## src/bfs_pkg.sv

```systemverilog
// Purpose: shared constants and types for the boost fault and sync control block
// Assumes: 100 MHz sys_clk
// Notes: times are kept in their own unit and turned into cycle counts here
package bfs_pkg;
   localparam int unsigned CLK_HZ = 100000000;
   // under-voltage timeout, in ms
   localparam int unsigned UV_TIMEOUT_MS = 110;
   localparam longint unsigned UV_TIMEOUT_CYC = longint'(UV_TIMEOUT_MS) * CLK_HZ / 1000;
   // output discharge interval, in ms
   localparam int unsigned DISCH_MS = 400;
   localparam longint unsigned DISCH_CYC = longint'(DISCH_MS) * CLK_HZ / 1000;
   // accepted sync clock band, in kHz
   localparam int unsigned SYNC_MIN_KHZ = 100;
   localparam int unsigned SYNC_MAX_KHZ = 2222;
   // longest and shortest accepted sync period in cycles
   localparam int unsigned SYNC_MAX_PER = CLK_HZ / (SYNC_MIN_KHZ * 1000);
   localparam int unsigned SYNC_MIN_PER = (CLK_HZ + SYNC_MAX_KHZ * 1000 - 1) / (SYNC_MAX_KHZ * 1000);
   // edges in a row needed before the sync clock is trusted
   localparam int unsigned SYNC_LOCK_EDGES = 4;
   // spread settings reset values
   localparam logic [1:0] SPREAD_RANGE_RST = 2'h2;
   localparam logic [1:0] DITHER_RATE_RST = 2'h0;
   // deviation in tenths of a percent and modulation rate in Hz
   localparam logic [6:0] DEV_TENTHS [4] = '{7'h21, 7'h2B, 7'h35, 7'h48};
   localparam logic [10:0] MOD_HZ [4] = '{11'h0C8, 11'h1F4, 11'h320, 11'h4B0};

   typedef enum logic [1:0]
   {
      BFS_CLK_INT_FIXED = 2'b00,
      BFS_CLK_INT_SPREAD = 2'b01,
      BFS_CLK_EXT_SYNC = 2'b10
   } bfs_clk_mode_t;

   typedef enum logic [1:0]
   {
      BFS_ST_RUN = 2'b00,
      BFS_ST_DISCHARGE = 2'b01,
      BFS_ST_OFF = 2'b10
   } bfs_state_t;
endpackage : bfs_pkg

```

## src/bfs_sync_if.sv

```systemverilog
// Purpose: carries sync detector results to the top module
// Assumes: single clock domain
// Notes: detector drives, controller reads
`timescale 1ns/100ps
interface bfs_sync_if;
   logic ext_clk_ok;
   logic ext_edge;
   logic pin_level;
   modport det
   (
      output ext_clk_ok,
      output ext_edge,
      output pin_level
   );
   modport ctl
   (
      input ext_clk_ok,
      input ext_edge,
      input pin_level
   );
endinterface : bfs_sync_if

```

## src/bfs_sync_detect.sv

```systemverilog
// Purpose: detects an external clock on the boost clock select pin
// Assumes: pin already synchronous to sys_clk
// Notes: a period outside the band drops the lock at once
`timescale 1ns/100ps
module bfs_sync_detect
   import bfs_pkg::*;
(
   // clock and reset
   input wire logic sys_clk,
   input wire logic rst_b,
   // pin
   input wire logic boost_clock_select_pin,
   // results
   bfs_sync_if.det sync
);
   localparam int CW = $clog2(SYNC_MAX_PER + 2);
   logic pin_ff;
   logic [CW-1:0] per_ff;
   logic [2:0] good_ff;
   logic rise;
   assign rise = boost_clock_select_pin & ~pin_ff;

   // previous pin level for edge finding
   always_ff @(posedge sys_clk)
   begin
      if (!rst_b) pin_ff <= 1'b0;
      else pin_ff <= boost_clock_select_pin;
   end

   // period counter, saturates so a static pin reads as no clock
   always_ff @(posedge sys_clk)
   begin
      if (!rst_b) per_ff <= '0;
      else if (rise) per_ff <= CW'(1);
      else if (per_ff <= CW'(SYNC_MAX_PER)) per_ff <= per_ff + CW'(1);
   end

   // count good periods, lock after several in a row
   always_ff @(posedge sys_clk)
   begin
      if (!rst_b) good_ff <= '0;
      else if (per_ff > CW'(SYNC_MAX_PER)) good_ff <= '0;
      else if (rise && per_ff != '0)
      begin
         if (per_ff < CW'(SYNC_MIN_PER)) good_ff <= '0;
         else if (good_ff != 3'(SYNC_LOCK_EDGES)) good_ff <= good_ff + 3'h1;
      end
   end

   assign sync.ext_clk_ok = (good_ff == 3'(SYNC_LOCK_EDGES));
   assign sync.ext_edge = rise;
   assign sync.pin_level = pin_ff;
endmodule : bfs_sync_detect

```

## src/bfs_control.sv

```systemverilog
// Purpose: fault supervision, boost clock mode, spread coding and discharge timing
// Assumes: comparator inputs are synchronous levels; rst_b is independent of the enable pin
// Notes: enable_in low starts the discharge; rst_b only for power-up
// Overview of operation
// lower overvolt halts switching, sinks stay on
// upper overvolt enters fault recovery, sets flag
// undervolt timeout expiry enters recovery, sets flag
// undervolt recovery clears timer, no flag
// static sync pin high enables spreading
// valid sync clock selects external mode, no spread
// lost sync clock falls back to internal
// spread range code maps deviation, default 10
// dither rate code maps rate, default 00
// enable low stops boost, sinks, FET; discharges
// discharge lasts fixed interval then shutdown
// discharge pin comparator forces recovery and flag
// board ties discharge pin to boost output
// sync clock detected at start, else internal
`timescale 1ns/100ps
module bfs_control
   import bfs_pkg::*;
#(
   parameter longint unsigned UV_CYCLES = UV_TIMEOUT_CYC,
   parameter longint unsigned DISCH_CYCLES = DISCH_CYC
)
(
   // clock and reset
   input wire logic sys_clk,
   input wire logic rst_b,
   // enable and pins
   input wire logic enable_in,
   input wire logic boost_clock_select_pin,
   // comparator levels
   input wire logic overvolt_lower_level,
   input wire logic overvolt_upper_level,
   input wire logic undervolt_level,
   input wire logic upper_overvolt_fault,
   // spread settings and flag clear
   input wire logic [1:0] spread_range_sel,
   input wire logic [1:0] dither_rate_sel,
   input wire logic settings_we,
   input wire logic flags_clear,
   // controls to the power stage
   output logic boost_switch_en,
   output logic sinks_en,
   output logic power_fet_en,
   output logic discharge_en,
   output logic fault_recovery,
   output logic shutdown,
   // clocking
   output bfs_clk_mode_t clk_mode,
   output logic ext_clk_edge,
   output logic [6:0] spread_dev_tenths,
   output logic [10:0] dither_rate_hz,
   // status
   output logic overvolt_low_flag,
   output logic overvolt_high_flag,
   output logic overcurrent_timeout_flag
);
   localparam int UW = $clog2(UV_CYCLES + 1);
   localparam int DW = $clog2(DISCH_CYCLES + 1);

   bfs_sync_if sync();
   bfs_state_t state_ff, nxt_state;
   logic [UW-1:0] uv_cnt_ff;
   logic [DW-1:0] dis_cnt_ff;
   logic [1:0] range_ff, rate_ff;
   logic recov_ff;
   logic uv_expire;
   logic running;

   bfs_sync_detect u_sync
   (
      .sys_clk(sys_clk),
      .rst_b(rst_b),
      .boost_clock_select_pin(boost_clock_select_pin),
      .sync(sync)
   );

   assign running = (state_ff == BFS_ST_RUN);
   assign uv_expire = running && undervolt_level && (uv_cnt_ff == UW'(UV_CYCLES - 1));

   // enable removal
   always_comb
   begin
      nxt_state = state_ff;
      case (state_ff)
         BFS_ST_RUN: if (!enable_in) nxt_state = BFS_ST_DISCHARGE;
         BFS_ST_DISCHARGE:
            // timed then shutdown
            if (dis_cnt_ff == DW'(DISCH_CYCLES - 1)) nxt_state = BFS_ST_OFF;
         BFS_ST_OFF: if (enable_in) nxt_state = BFS_ST_RUN;
         default: nxt_state = BFS_ST_RUN;
      endcase
   end

   // sequence state
   always_ff @(posedge sys_clk)
   begin
      if (!rst_b) state_ff <= BFS_ST_RUN;
      else state_ff <= nxt_state;
   end

   // discharge interval counter
   always_ff @(posedge sys_clk)
   begin
      if (!rst_b) dis_cnt_ff <= '0;
      else if (state_ff == BFS_ST_DISCHARGE) dis_cnt_ff <= dis_cnt_ff + DW'(1);
      else dis_cnt_ff <= '0;
   end

   // timeout counter runs while under-voltage stands
   always_ff @(posedge sys_clk)
   begin
      if (!rst_b) uv_cnt_ff <= '0;
      // recovery clears counter
      else if (!undervolt_level || !running || recov_ff) uv_cnt_ff <= '0;
      else if (!uv_expire) uv_cnt_ff <= uv_cnt_ff + UW'(1);
   end

   // recovery holds until software clears or the run state ends; set wins over clear
   always_ff @(posedge sys_clk)
   begin
      if (!rst_b) recov_ff <= 1'b0;
      // upper fault into recovery
      else if (running && (overvolt_upper_level || upper_overvolt_fault || uv_expire))
         recov_ff <= 1'b1;
      else if (flags_clear || !running) recov_ff <= 1'b0;
   end

   // sticky status flags, set beats clear
   always_ff @(posedge sys_clk)
   begin
      if (!rst_b)
      begin
         overvolt_low_flag <= 1'b0;
         overvolt_high_flag <= 1'b0;
         overcurrent_timeout_flag <= 1'b0;
      end
      else
      begin
         // lower overvolt flag
         if (running && overvolt_lower_level) overvolt_low_flag <= 1'b1;
         else if (flags_clear) overvolt_low_flag <= 1'b0;
         // discharge comparator reports too
         if (running && (overvolt_upper_level || upper_overvolt_fault))
            overvolt_high_flag <= 1'b1;
         else if (flags_clear) overvolt_high_flag <= 1'b0;
         // timeout flag
         if (uv_expire) overcurrent_timeout_flag <= 1'b1;
         else if (flags_clear) overcurrent_timeout_flag <= 1'b0;
      end
   end

   // spread settings, loaded by strobe
   always_ff @(posedge sys_clk)
   begin
      if (!rst_b)
      begin
         // reset defaults
         range_ff <= SPREAD_RANGE_RST;
         rate_ff <= DITHER_RATE_RST;
      end
      else if (settings_we)
      begin
         range_ff <= spread_range_sel;
         rate_ff <= dither_rate_sel;
      end
   end

   // registered clock mode and coded outputs
   always_ff @(posedge sys_clk)
   begin
      if (!rst_b)
      begin
         clk_mode <= BFS_CLK_INT_FIXED;
         spread_dev_tenths <= '0;
         dither_rate_hz <= '0;
      end
      // external clock wins; R7 R5 else static level
      else if (sync.ext_clk_ok)
      begin
         clk_mode <= BFS_CLK_EXT_SYNC;
         spread_dev_tenths <= '0;
         dither_rate_hz <= '0;
      end
      else
      begin
         clk_mode <= sync.pin_level ? BFS_CLK_INT_SPREAD : BFS_CLK_INT_FIXED;
         // code tables
         spread_dev_tenths <= sync.pin_level ? DEV_TENTHS[range_ff] : '0;
         dither_rate_hz <= sync.pin_level ? MOD_HZ[rate_ff] : '0;
      end
   end

   // power stage controls; lower overvolt only pauses boost switching
   assign ext_clk_edge = sync.ext_clk_ok & sync.ext_edge;
   // halt switching only
   assign boost_switch_en = running && !recov_ff && !overvolt_lower_level;
   assign sinks_en = running && !recov_ff;
   assign power_fet_en = running;
   assign discharge_en = (state_ff == BFS_ST_DISCHARGE);
   assign fault_recovery = recov_ff;
   assign shutdown = (state_ff == BFS_ST_OFF);
endmodule : bfs_control

```

## config.mk

```make
export PLATFORM = sky130hd
export DESIGN_NAME = bfs_control
export DESIGN_NICKNAME = d
export VERILOG_FILES = /design/src/bfs_pkg.sv /design/src/bfs_sync_if.sv /design/src/bfs_sync_detect.sv /design/src/bfs_control.sv
export SDC_FILE = /design/constraint.sdc
export NUM_CORES = 1
export LEC_CHECK = 0
export ABC_CLOCK_PERIOD_IN_PS = 2400
export BUFFER_PORTS_ARGS = -buffer_cell sky130_fd_sc_hd__buf_2
export CORE_MARGIN = 1.5
export CORE_UTILIZATION = 44
export CTS_CLUSTER_SIZE = 14
export DETAILED_ROUTE_END_ITERATION = 8
export HOLD_SLACK_MARGIN = 0.06
export PLACE_DENSITY = 0.7
export RECOVER_POWER = 100
export REMOVE_ABC_BUFFERS = 1
export SKIP_LAST_GASP = 1
export SLEW_MARGIN = 20
export SYNTH_ARGS = -nofsm -noshare
export SYNTH_HDL_FRONTEND = slang
export SYNTH_SLANG_ARGS = --single-unit
```

## constraint.sdc

```tcl
create_clock -name sys_clk -period 2.4 [get_ports sys_clk]
set_input_delay 0.24 -clock sys_clk [delete_from_list [all_inputs] [get_ports sys_clk]]
set_output_delay 0.24 -clock sys_clk [all_outputs]
set_load 0.01 [all_outputs]
```

; ---- Yosys cells after proc, flatten, opt, wreduce, memory -nomap -nowiden
; Index checks and enable logic that the tools add are counted.
; W data, S select, Z words.
[word_totals]
ff_bits = 94
inputBits = 14
output_inout_bits = 30
elab_cells = 96
[classes]
addsub = 4
n_lt_le_gt_ge = 5
eq_ne = 9
mux = 22
n_bitwise = 6
reduce_logical = 33
[ops]
columns = op, n
row1 = $add A26 B1 Y26 const B, 1
row2 = $eq A26 B26 Y1 const B, 1
row3 = $add A24 B1 Y24 const B, 1
row4 = $eq A24 B24 Y1 const B, 1
row5 = $bmux W11 S2, 1
row6 = $mux W11, 2
row7 = $bmux W7 S2, 1
row8 = $mux W7, 2
row9 = $reduce_bool A2 Y1, 6
row10 = $add A10 B1 Y10 const B, 1
row11 = $gt A10 B10 Y1 const B, 1
row12 = $le A10 B10 Y1 const B, 1
row13 = $lt A10 B6 Y1 const B, 1
row14 = $reduce_bool A10 Y1, 1
row15 = $mux W1, 9
row16 = $logic_and A1 B1 Y1, 8
row17 = $mux W2, 4
row18 = $reduce_or A2 Y1, 4
row19 = $ge A3 B3 Y1 const B, 2
row20 = $mux W3, 2
row21 = $not A2 Y3, 2
row22 = $pmux W2 S3, 1
row23 = $logic_or A1 B1 Y1, 5
row24 = $logic_not A1 Y1, 4
row25 = 13 further kinds, 17

; ---- Longest topological paths before layout
; Gate-level depths: netlist (run 1).
[logic_depth]
depth_word = 6
mapped_depth = 7
mapped_depth_nobuf = 7

; ---- Hierarchy
; From an unflattened synthesis (run 1), not the netlist that was laid out.
[hier_totals]
hier_cells = 439
hier_area_um2 = 3966.3
[modules_own_cells]
columns = module, instances, cells_each, area_each_um2, seq_area_each_um2
row1 = bfs_control, 1, 344, 3153.0, 1521.5
row2 = bfs_sync_detect, 1, 95, 813.3, 280.3

; ---- Least setup slack after synthesis (run 1)
; OpenSTA, ideal clock, no wires.
[synth_timing]
path_type = flip-flop to flip-flop
from = register uv_cnt_ff[7]
to = register uv_cnt_ff[1]
setup_time_ps = 128
t_arrival_ps = 1619
t_required_ps = 2272
slack_ps = 653
stages_incl_launch_ff = 7
path_buffers = 1
period_less_slack_ps = 1747
cell_sequence = dfxtp_1 nand4b_1 or4_4 nor4_4 buf_6 mux2i_1 nor2_1
[synth_between]
elab_chain_cells = 2
[synth_rtl]
columns = element, line
row1 = "start, declared", bfs_control.sv:65  ; logic [UW-1:0] uv_cnt_ff;
row2 = "start signal, assigned", bfs_control.sv:118  ; else if (!uv_expire) uv_cnt_ff <= uv_cnt_ff + UW'(1);
row3 = $eq A24 B24 Y1, bfs_control.sv:81  ; assign uv_expire = running && undervolt_level && (uv_cnt_ff == UW'(UV_CYCLES - 1));
row4 = $logic_and A1 B1 Y1, bfs_control.sv:81
; No other way between the ends.
; A chain may end at the register's enable or synchronous reset.

; ---- Worst setup path in the final report (run 1)
[layout_timing]
from = register uv_cnt_ff[6]
to = register uv_cnt_ff[23]
[layout_between]
elab_chain_cells = 2
word_cells_on_any_way = 3
cone_classes = add/sub (1) / eq/ne (1) / reduce/logical (1)
[layout_rtl]
columns = element
row1 = "parallel branches: the longest is 2 deep, another holds $add A24 B1 Y24"
; Several ways; the timed one is not identified.

==> reports/qor.txt, run 1 <==
Final core utilization - 0.504
Critical Path AT - 2.26 ns
# DRC - 0
GRT Util Overall - 0.157
Synth-to-layout area growth - 11.9%
Post-DP HPWL - 5210 um
Initial Util - 0.450
Relative slew slack - 0.527
Worst slew pin tran - 0.710 ns
Pins Over Slew Limit - 0
YS warnings - 0
VDD IR max - 0.000311 V
Routed wire per std cell - 12.3 um
CP Cell Sequence - nand4_4, nor4_1, nand4_2, or4_1, nand2_1
Worst Skew - 0.0104 ns
Cts bufs inserted - 9
Die W - 97.2 um
Post-synth top flop - dfxtp_1
Final Hold Fails - 0
Final TNS setup - 0 ns
# clock sinks - 90
N_diodes - 0
CTS Buffer Depth - 2
Sequential share of the synthesized area - 0.461
Min Hold Slack - 0.0973 ns
Status - finished clean
Max Clock Freq - 511 MHz
First-pass GRT wire length - 12,200 um
Total Die Area - 9450 um^2
Vias - 2,921
CP max FO - 6
Die H - 97.2 um
Crit path buf inv count - 0
IO buf count - 41
Max cap viols - 0
Synthesized area per cell - 9.11 um^2
Number of I/O pins - 44
Worst stage delay on the critical path - 0.51 ns
Worst-path cell with the longest stage delay - or4_1
Antenna violations before repair - 0
Critical path class - reg2reg
Routed wire length - 7230 um
GRT overflow - 0
Critical Path End Type - flop
Post-synth ARST share - 0
Core region area - 8680 um^2
Required time worst endpoint - 2.71 ns
Synthesized instance count - 429
Unrepaired setup endpoints after global routing - no
GP Congestion - 0.813
Initial DRC Count - 163
Clock transition at the registers of the reported paths - 0.10 ns
Quantity of gates resized following cts - 0
Library cells used by synthesis - 50
DRT antenna net count - 0
H-tree Lvls - 3
Worst min path class - in2reg
Vias per inst - 4.98
CP top delay family - simple AND/OR/NAND/NOR gates
Period utilisation layout - 0.816
Vias in the first global route - 2,671
Final min period - 1.96 ns
Skew-Pair Late Insertion Delay - 0.36 ns
Post-synthesis cell area - 3910 um^2
Yosys reg bits - 90
Setup crit start kind - flop
Cells after DPL - 571
Row Count - 34
CTS tree - yes
Total iterations of the first detailed-routing run - 4
Final setup violation count - 0
Largest net degree at the start of global routing - 22
Leak Pwr - 0.00160 uW
Layout cells sized above 1 - 0.0856
Number of synthesized flops with an enable pin - 0
Root buffer cell - clkbuf_8
Setup bufs post-CTS - 0
Final Non-Filler Cells - 587
CTS Hold Bufs - 0
# nets final - 500
PwrDens - 646 nW/um^2
## Yosys cell counts, types with 8 or more instances
cell type  number  area share
a21oi_1        11       0.014
and2_1         12       0.019
and3_1         12       0.019
clkbuf_1       11       0.011
dfxtp_1        90        0.46
ha_1           12       0.038
inv_1          14       0.013
nand2_1        26       0.025
nand3_1        23       0.029
nand4_1        16       0.026
nor2_1         73       0.070
nor2b_1        10       0.016
o21ai_0         8       0.010
xnor2_1        12       0.027
xor2_1         36       0.081
## per-layer routing
| layer | up-vias | wire [um] | GRT usage | part of all wire |
|---|---|---|---|---|
| met5 | - | 0 | 0 | 0 |
| met4 | 0 | 99 | 0.0703 | 0.014 |
| met3 | 8 | 206 | 0.0259 | 0.029 |
| met2 | 40 | 3330 | 0.248 | 0.46 |
| met1 | 1330 | 3590 | 0.211 | 0.50 |
| li1 | 1543 | - | - | - |
## logic make-up (layout without fill, tap and decap cells)
group / count (synthesis) / in the layout / synth area share
AOI/OAI and AO/OA: 36 / 36 / 0.0580
xor gates and xnor gates: 48 / 48 / 0.108
adders and majority gates: 12 / 12 / 0.0384
buffers and inverters: 30 / 79 / 0.0346
DFF: 90 / 90 / 0.461
muxes: 6 / 6 / 0.0154
other: 1 / 2 / 0.000960
and+or+nand+nor: 206 / 206 / 0.284
## area by class of cell
cell class	count	area [um^2]
clock buffer	9	124
clock inverter	7	100
fill	835	4310
inverter	14	52.6
multi-input combinational	310	1950
sequential	90	1800
tap	108	135
timing repair buffer	49	206
## sequential cells by signal (all words and copies together), names as in the netlist
name / flops
clk_mode: 2
dis_cnt_ff: 26
dither_rate_hz: 9
fault_recovery: 1
overcurrent_timeout_flag: 1
overvolt_high_flag: 1
overvolt_low_flag: 1
range_ff: 2
rate_ff: 2
spread_dev_tenths: 5
state_ff: 2
u_sync.good_ff: 3
u_sync.per_ff: 10
u_sync.sync.pin_level: 1
uv_cnt_ff: 24
## cells in the final DEF (no fill, tap or decap), drive strengths merged, types with 3 or more instances in the layout
master / instances
dfxtp: 90
nor2: 73
clkbuf: 44
xor2: 36
nand2: 26
nand3: 24
nand4: 19
inv: 16
buf: 14
and3: 13
xnor2: 12
ha: 12
and2: 12
a21oi: 11
nor2b: 10
o21ai: 9
nor4: 8
mux2i: 6
nor3: 3
nand4b: 3
or3: 3
a31oi: 3
clkinvlp: 3
or4: 3
## final timing paths
| path | startpoint | to | slack (ns) | cells past startpoint |
|---|---|---|---|---|
| hold reg to reg | dis_cnt_ff[0] | dis_cnt_ff[0] | 0.47 | 1 |
| setup reg to reg | uv_cnt_ff[6] | uv_cnt_ff[23] | 0.44 | 5 |
| setup / recovery | uv_cnt_ff[6] | uv_cnt_ff[23] | 0.44 | 5 |
| hold / removal | spread_range_sel[1] | range_ff[1] | 0.1 | 3 |
## metrics by stage
stage	power, uW	setup slack, ns	instance area (um^2)
after CTS	2850	0.559	4450
after global placement	1710	0.616	4230
after detailed placement	1720	0.578	4230
final	2820	0.442	4370
after floorplan	1650	0.353	3830
after global routing	2920	0.256	4370
## power by group
part	internal [uW]	switching (uW)	total, uW
Clock	593	557	1150
Combinational	49.9	88.1	138
Sequential	1520	19.2	1540
## worst min-delay path, cell delays in order
cell     delay, ns
buf_2         0.08
mux2i_1       0.06
nand2_1       0.05
Note: power is estimated with default switching activity, not from simulation.
==> run 2, diff against run 1 <==
ABC_CLOCK_PERIOD_IN_PS = 1700   (was 2400)
PLACE_DENSITY = 0.72   (was 0.7)
clock period = 1.7 ns   (was 2.4 ns; I/O delays follow)
==> run 2 against run 1 <==
Core utilization rose by 3.8 points. Global-route usage rose by 1.7 points. Sequential share of layout area fell by 2.6 points. Via count rose by 9.3%. Clock skew fell by 0.0017 ns. Worst hold slack got worse by 0.015 ns. Register-to-register slack got worse by 0.41 ns. Combinational power rose by 63%. Die area did not move. Non-clock buffer count rose by 35. Largest cell class unchanged.
==> reports/qor.txt, run 2 (same netlist as run 1, synthesis figures left out) <==
Status - finished clean
Min Hold Slack - 0.0821 ns
Vias in the first global route - 3,070
VDD IR max - 0.000360 V
Final setup violation count - 0
Skew-Pair Late Insertion Delay - 0.36 ns
CP max FO - 7
Cts bufs inserted - 9
Unrepaired setup endpoints after global routing - yes
Worst Skew - 0.00870 ns
Max Clock Freq - 601 MHz
Routed wire length - 7910 um
Critical Path AT - 1.92 ns
Root buffer cell - clkbuf_8
Die H - 97.2 um
Post-DP HPWL - 5650 um
Initial Util - 0.450
Commonest non-fill, non-tap cell in the layout - dfxtp_1
Critical path class - reg2reg
Relative slew slack - 0.635
GRT Util Overall - 0.174
# DRC - 0
Reg with most FFs - dis_cnt_ff
Total Die Area - 9450 um^2
Commonest non-fill, non-tap cells in the layout - 81 x dfxtp_1, 72 x nor2_1, 36 x xor2_1
CTS Buffer Depth - 2
Antenna violations before repair - 0
Final Total Pwr - 3800 uW
Number of I/O pins - 44
Largest net degree at the start of global routing - 22
Worst min path class - in2reg
Die W - 97.2 um
IO buf count - 41
GRT overflow - 0
Row Count - 34
Setup Slack @ Placement - -0.0143 ns
Final Hold Fails - 0
Max cap viols - 0
Initial DRC Count - 164
Layout cells sized above 1 - 0.181
Vias - 3,194
Setup WS post-layout - 0.0353 ns
Critical Path End Type - flop
H-tree Lvls - 3
Required time worst endpoint - 1.95 ns
Core region area - 8680 um^2
Synth-to-layout area growth - 20.3%
Setup crit start kind - flop
Period utilisation layout - 0.979
Top Registers - dis_cnt_ff x26, uv_cnt_ff x24, u_sync.per_ff x10
Routed wire per std cell - 12.7 um
Final min period - 1.66 ns
Pins Over Slew Limit - 0
Worst slew pin tran - 0.547 ns
N_diodes - 0
GP Congestion - 0.789
First-pass GRT wire length - 13,400 um
DRT antenna net count - 0
Vias per inst - 5.14
# clock sinks - 90
Total iterations of the first detailed-routing run - 4
Max reg flops - 26
# nets final - 535
Clock transition at the registers of the reported paths - 0.10 ns
CTS tree - yes
Leak Pwr - 0.00182 uW
PwrDens - 809 nW/um^2
-- run 2: area by class of cell --
class | count | area (um^2)
multi-input cells | 310 | 2020
clock inverters | 7 | 70.1
clock buffers | 9 | 124
inverters | 14 | 52.6
well taps | 108 | 135
flip-flops and latches | 90 | 1820
repair buffers | 84 | 483
fillers | 799 | 3980
-- run 2: metrics by stage --
step	utilization	instances	TNS (ns)	cell area, um^2
floorplan	-	414	-1.06	3830
global placement	0.509	596	-0.0250	4420
detailed placement	0.509	596	-0.0159	4420
CTS	0.541	620	0	4690
global route	0.542	622	-1.05	4700
finish	0.542	622	0	4700
-- run 2: worst paths after layout --
| check | from | depth (start not counted) | to | slack (ns) |
|---|---|---|---|---|
| hold / removal | rst_b | 2 | range_ff[1] | 0.08 |
| hold reg to reg | u_sync.good_ff[1] | 2 | u_sync.good_ff[1] | 0.48 |
| setup reg to reg | uv_cnt_ff[22] | 6 | uv_cnt_ff[1] | 0.04 |
| setup / recovery | uv_cnt_ff[22] | 6 | uv_cnt_ff[1] | 0.04 |
-- run 2: where the power goes --
group / total (uW) / internal [uW] / switching, uW
Clock: 1410 / 572 / 839
Sequential: 2170 / 2140 / 27.9
Combinational: 225 / 94.3 / 131
Total: 3800 / 2810 / 998
-- run 2: metal layers --
metal  routed length, um  global-route usage  vias up
li1                    -                   -     1618
met1                3570               0.204     1512
met2                3950               0.309       55
met3                 269              0.0396        9
met4                 112              0.0648        0
met5                   0                   0        -
-- run 2: timing repair --
action                                 4_1_cts  5_1_grt
setup buffers                                2        2
pin swaps                                    2       10
hold buffers                                 5        0
gates resized for setup                      3       25
endpoints found under the hold margin        5        0
cloned                                       1        0
setup endpoints to repair                    4       26
-- run 2: worst max-delay path: stages (launching register included) --
cell and delay (ns):
dfxtp_4 0.36, nor4_4 0.27, nand4_1 0.19, nor4_4 0.34, buf_6 0.17, mux2i_1 0.17, nor2_1 0.05
==> run 3, diff against run 2 <==
SYNTH_HIERARCHICAL = 1   (was unset)
==> run 3 against run 2 <==
The flow now finishes with violations (setup timing). Largest cell class unchanged. Total power rose by 3.4%. Sequential power barely moved. Sequential share of layout area fell by 0.87 points. Routed wire length rose by 3.4%. Critical endpoint unchanged.
==> reports/qor.txt, run 3 <==
Skew-Pair Late Insertion Delay - 0.36 ns
P_sw - 973 uW
Largest family of logic cells by synthesized area - simple AND/OR/NAND/NOR gates
Critical Path End Type - flop
Worst Skew - 0.00780 ns
Number of I/O pins - 44
CTS tree - yes
Library cells used by synthesis - 56
Commonest non-fill, non-tap cell in the layout - dfxtp_1
# nets final - 543
First-pass GRT wire length - 13,700 um
Status - finished, violations left
Final Hold Fails - 0
Sequential share of the synthesized area - 0.454
Initial DRC Count - 105
Critical Path AT - 2.03 ns
Most frequent cell after synthesis - dfxtp_1
Worst min path class - in2reg
Pins Over Slew Limit - 0
Top Registers - dis_cnt_ff x26, uv_cnt_ff x24, u_sync/per_ff x10
Routed wire per std cell - 13.0 um
Total Die Area - 9590 um^2
Initial Util - 0.455
Post-synth ARST share - 0
Final min period - 1.77 ns
Final core utilization - 0.550
Logic pwr share - 0.067
Number of synthesized flops with an enable pin - 0
Final Total Pwr - 3930 uW
Synthesized area per cell - 9.03 um^2
Cells after DPL - 608
Worst stage delay on the critical path - 0.57 ns
Synth area leaders - dfxtp_1 45%, xor2_1 7.3%, nor2_1 7.0%
Clock transition at the registers of the reported paths - 0.09 ns
Post-synthesis adder-cell area fraction - 0.0379
Layout cells sized above 1 - 0.203
PwrDens - 820 nW/um^2
Unrepaired setup endpoints after global routing - yes
R2R cell count - 6
Required time worst endpoint - 1.96 ns
Reg with most FFs - dis_cnt_ff
Period utilisation layout - 1.04
Synth-to-layout area growth - 21.0%
Multiplexer area fraction after synthesis - 0.0151
Post-DP HPWL - 5830 um
Max cap viols - 0
Top-area cell type share of the netlist area - 0.454
Vias - 3,280
Post-synth top flop - dfxtp_1
Die H - 97.9 um
GRT overflow - 0
CTS Buffer Depth - 2
Final TNS setup - -0.161 ns
Post-Synth Simple-Gate Area - 0.281
Post-synthesis cell area - 3970 um^2
Critical path class - reg2reg
Antenna violations before repair - 0
Root buffer cell - clkbuf_8
YS warnings - 6
Failing checks - setup timing
Area leader, netlist - dfxtp_1
Max reg flops - 26
Synthesized instance count - 439
Setup Slack @ Placement - -0.00947 ns
Row Count - 34
Routed wire length - 8180 um
Total iterations of the first detailed-routing run - 4
# clock sinks - 90
Relative slew slack - 0.637
Commonest non-fill, non-tap cells in the layout - 82 x dfxtp_1, 73 x nor2_1, 34 x buf_4
CP Cell Sequence - ha_4, nand3_2, or4_4, nor2_4, mux2i_1, nor2_1
H-tree Lvls - 3
Worst Hold Path Cells - 3
Worst-path cell with the longest stage delay - or4_4
Cts bufs inserted - 9
Vias per inst - 5.21
Vias in the first global route - 3,094
Final Non-Filler Cells - 630
GP Congestion - 0.844
Compound-cell area share of the yosys netlist - 0.0697
Clock share of power - 0.382
Setup WS post-layout - -0.0713 ns
Leak Pwr - 0.00183 uW
Commonest cells post-synth - 90 x dfxtp_1, 74 x nor2_1, 33 x xor2_1
N_diodes - 0
Largest net degree at the start of global routing - 26
Sw frac - 0.247
Internal power - 2960 uW
CP max FO - 5
Max Clock Freq - 565 MHz
Worst slew pin tran - 0.540 ns
IO buf count - 41
Die W - 97.9 um
Xor/xnor share of the synthesized area - 0.102
Core region area - 8720 um^2
Yosys reg bits - 90
VDD IR max - 0.000503 V
Setup crit start kind - flop
GRT Util Overall - 0.173
Flop pwr share - 0.550
# DRC - 0
DRT antenna net count - 0
Final setup violation count - 6
==> run 3: cell count changes after synthesis, sizes merged, moves of 4 or more <==
cell | previous run | this run
nand3 | 24 | 28
nor4 | 8 | 3
inv | 14 | 19
nor2b | 10 | 4
==> run 3: logic make-up after synthesis <==
| logic type | count (synthesis) |
|---|---|
| XOR/XNOR | 46 |
| AO/OA/AOI/OAI | 43 |
| multiplexers | 6 |
| flip-flops | 90 |
| adder cells (fa/ha/maj) | 12 |
| AND/OR/NAND/NOR | 208 |
| buffers and inverters | 33 |
| other | 1 |
==> run 3: worst paths after layout <==
check | to | slack (ns) | from
worst min register to register | spread_dev_tenths[1] | 0.49 | range_ff[1]
worst max register to register | uv_cnt_ff[1] | -0.07 | uv_cnt_ff[0]
worst min-delay path | rate_ff[0] | 0.06 | dither_rate_sel[0]
worst max-delay path | uv_cnt_ff[1] | -0.07 | uv_cnt_ff[0]
==> run 3: per-stage QoR <==
| step | hold WS, ns | cell area (um^2) |
|---|---|---|
| floorplan | 0.232 | 3890 |
| global placement | 0.403 | 4470 |
| detailed placement | 0.403 | 4470 |
| CTS | 0.0603 | 4730 |
| global route | 0.0603 | 4800 |
| finish | 0.0643 | 4800 |
==> run 3: critical path: cells and delay by family (launching register included) <==
family | cells | cell delay [ns]
multiplexers | 1 | 0.23
adder cells (fa/ha/maj) | 1 | 0.15
flip-flops | 1 | 0.37
AND/OR/NAND/NOR | 4 | 0.92
==> run 3: area by class of cell <==
class	count	area [um^2]
flip-flops and latches	90	1810
fillers	791	3920
inverters	19	71.3
clock inverters	7	83.8
repair buffers	80	470
well taps	108	135
clock buffers	9	124
multi-input cells	317	2100
==> run 3: routing by layer <==
metal | part of all wire | track usage | vias up | wire (um)
li1 | - | - | 1661 | -
met1 | 0.45 | 0.225 | 1527 | 3690
met2 | 0.47 | 0.272 | 72 | 3850
met4 | 0.025 | 0.0802 | 0 | 208
met5 | 0 | 0 | - | 0
met3 | 0.052 | 0.0429 | 20 | 425
==> run 3: what timing repair did <==
action,CTS,global route
pin swaps,2,8
gates resized for setup,5,28
cloned,0,1
buffers inserted,0,2
hold buffers,3,0
hold endpoints to repair,3,0
endpoints found under the setup margin,8,28
==> run 3: power by group through the flow <==
stage | Combinational [uW] | Sequential, uW | Clock [uW]
6_report | 265 | 2170 | 1500
5_1_grt | 296 | 2170 | 1640
4_1_cts | 259 | 2160 | 1540
3_5_place_dp | 246 | 2210 | 0
3_3_place_gp | 240 | 2210 | 0
2_1_floorplan | 113 | 2220 | 0
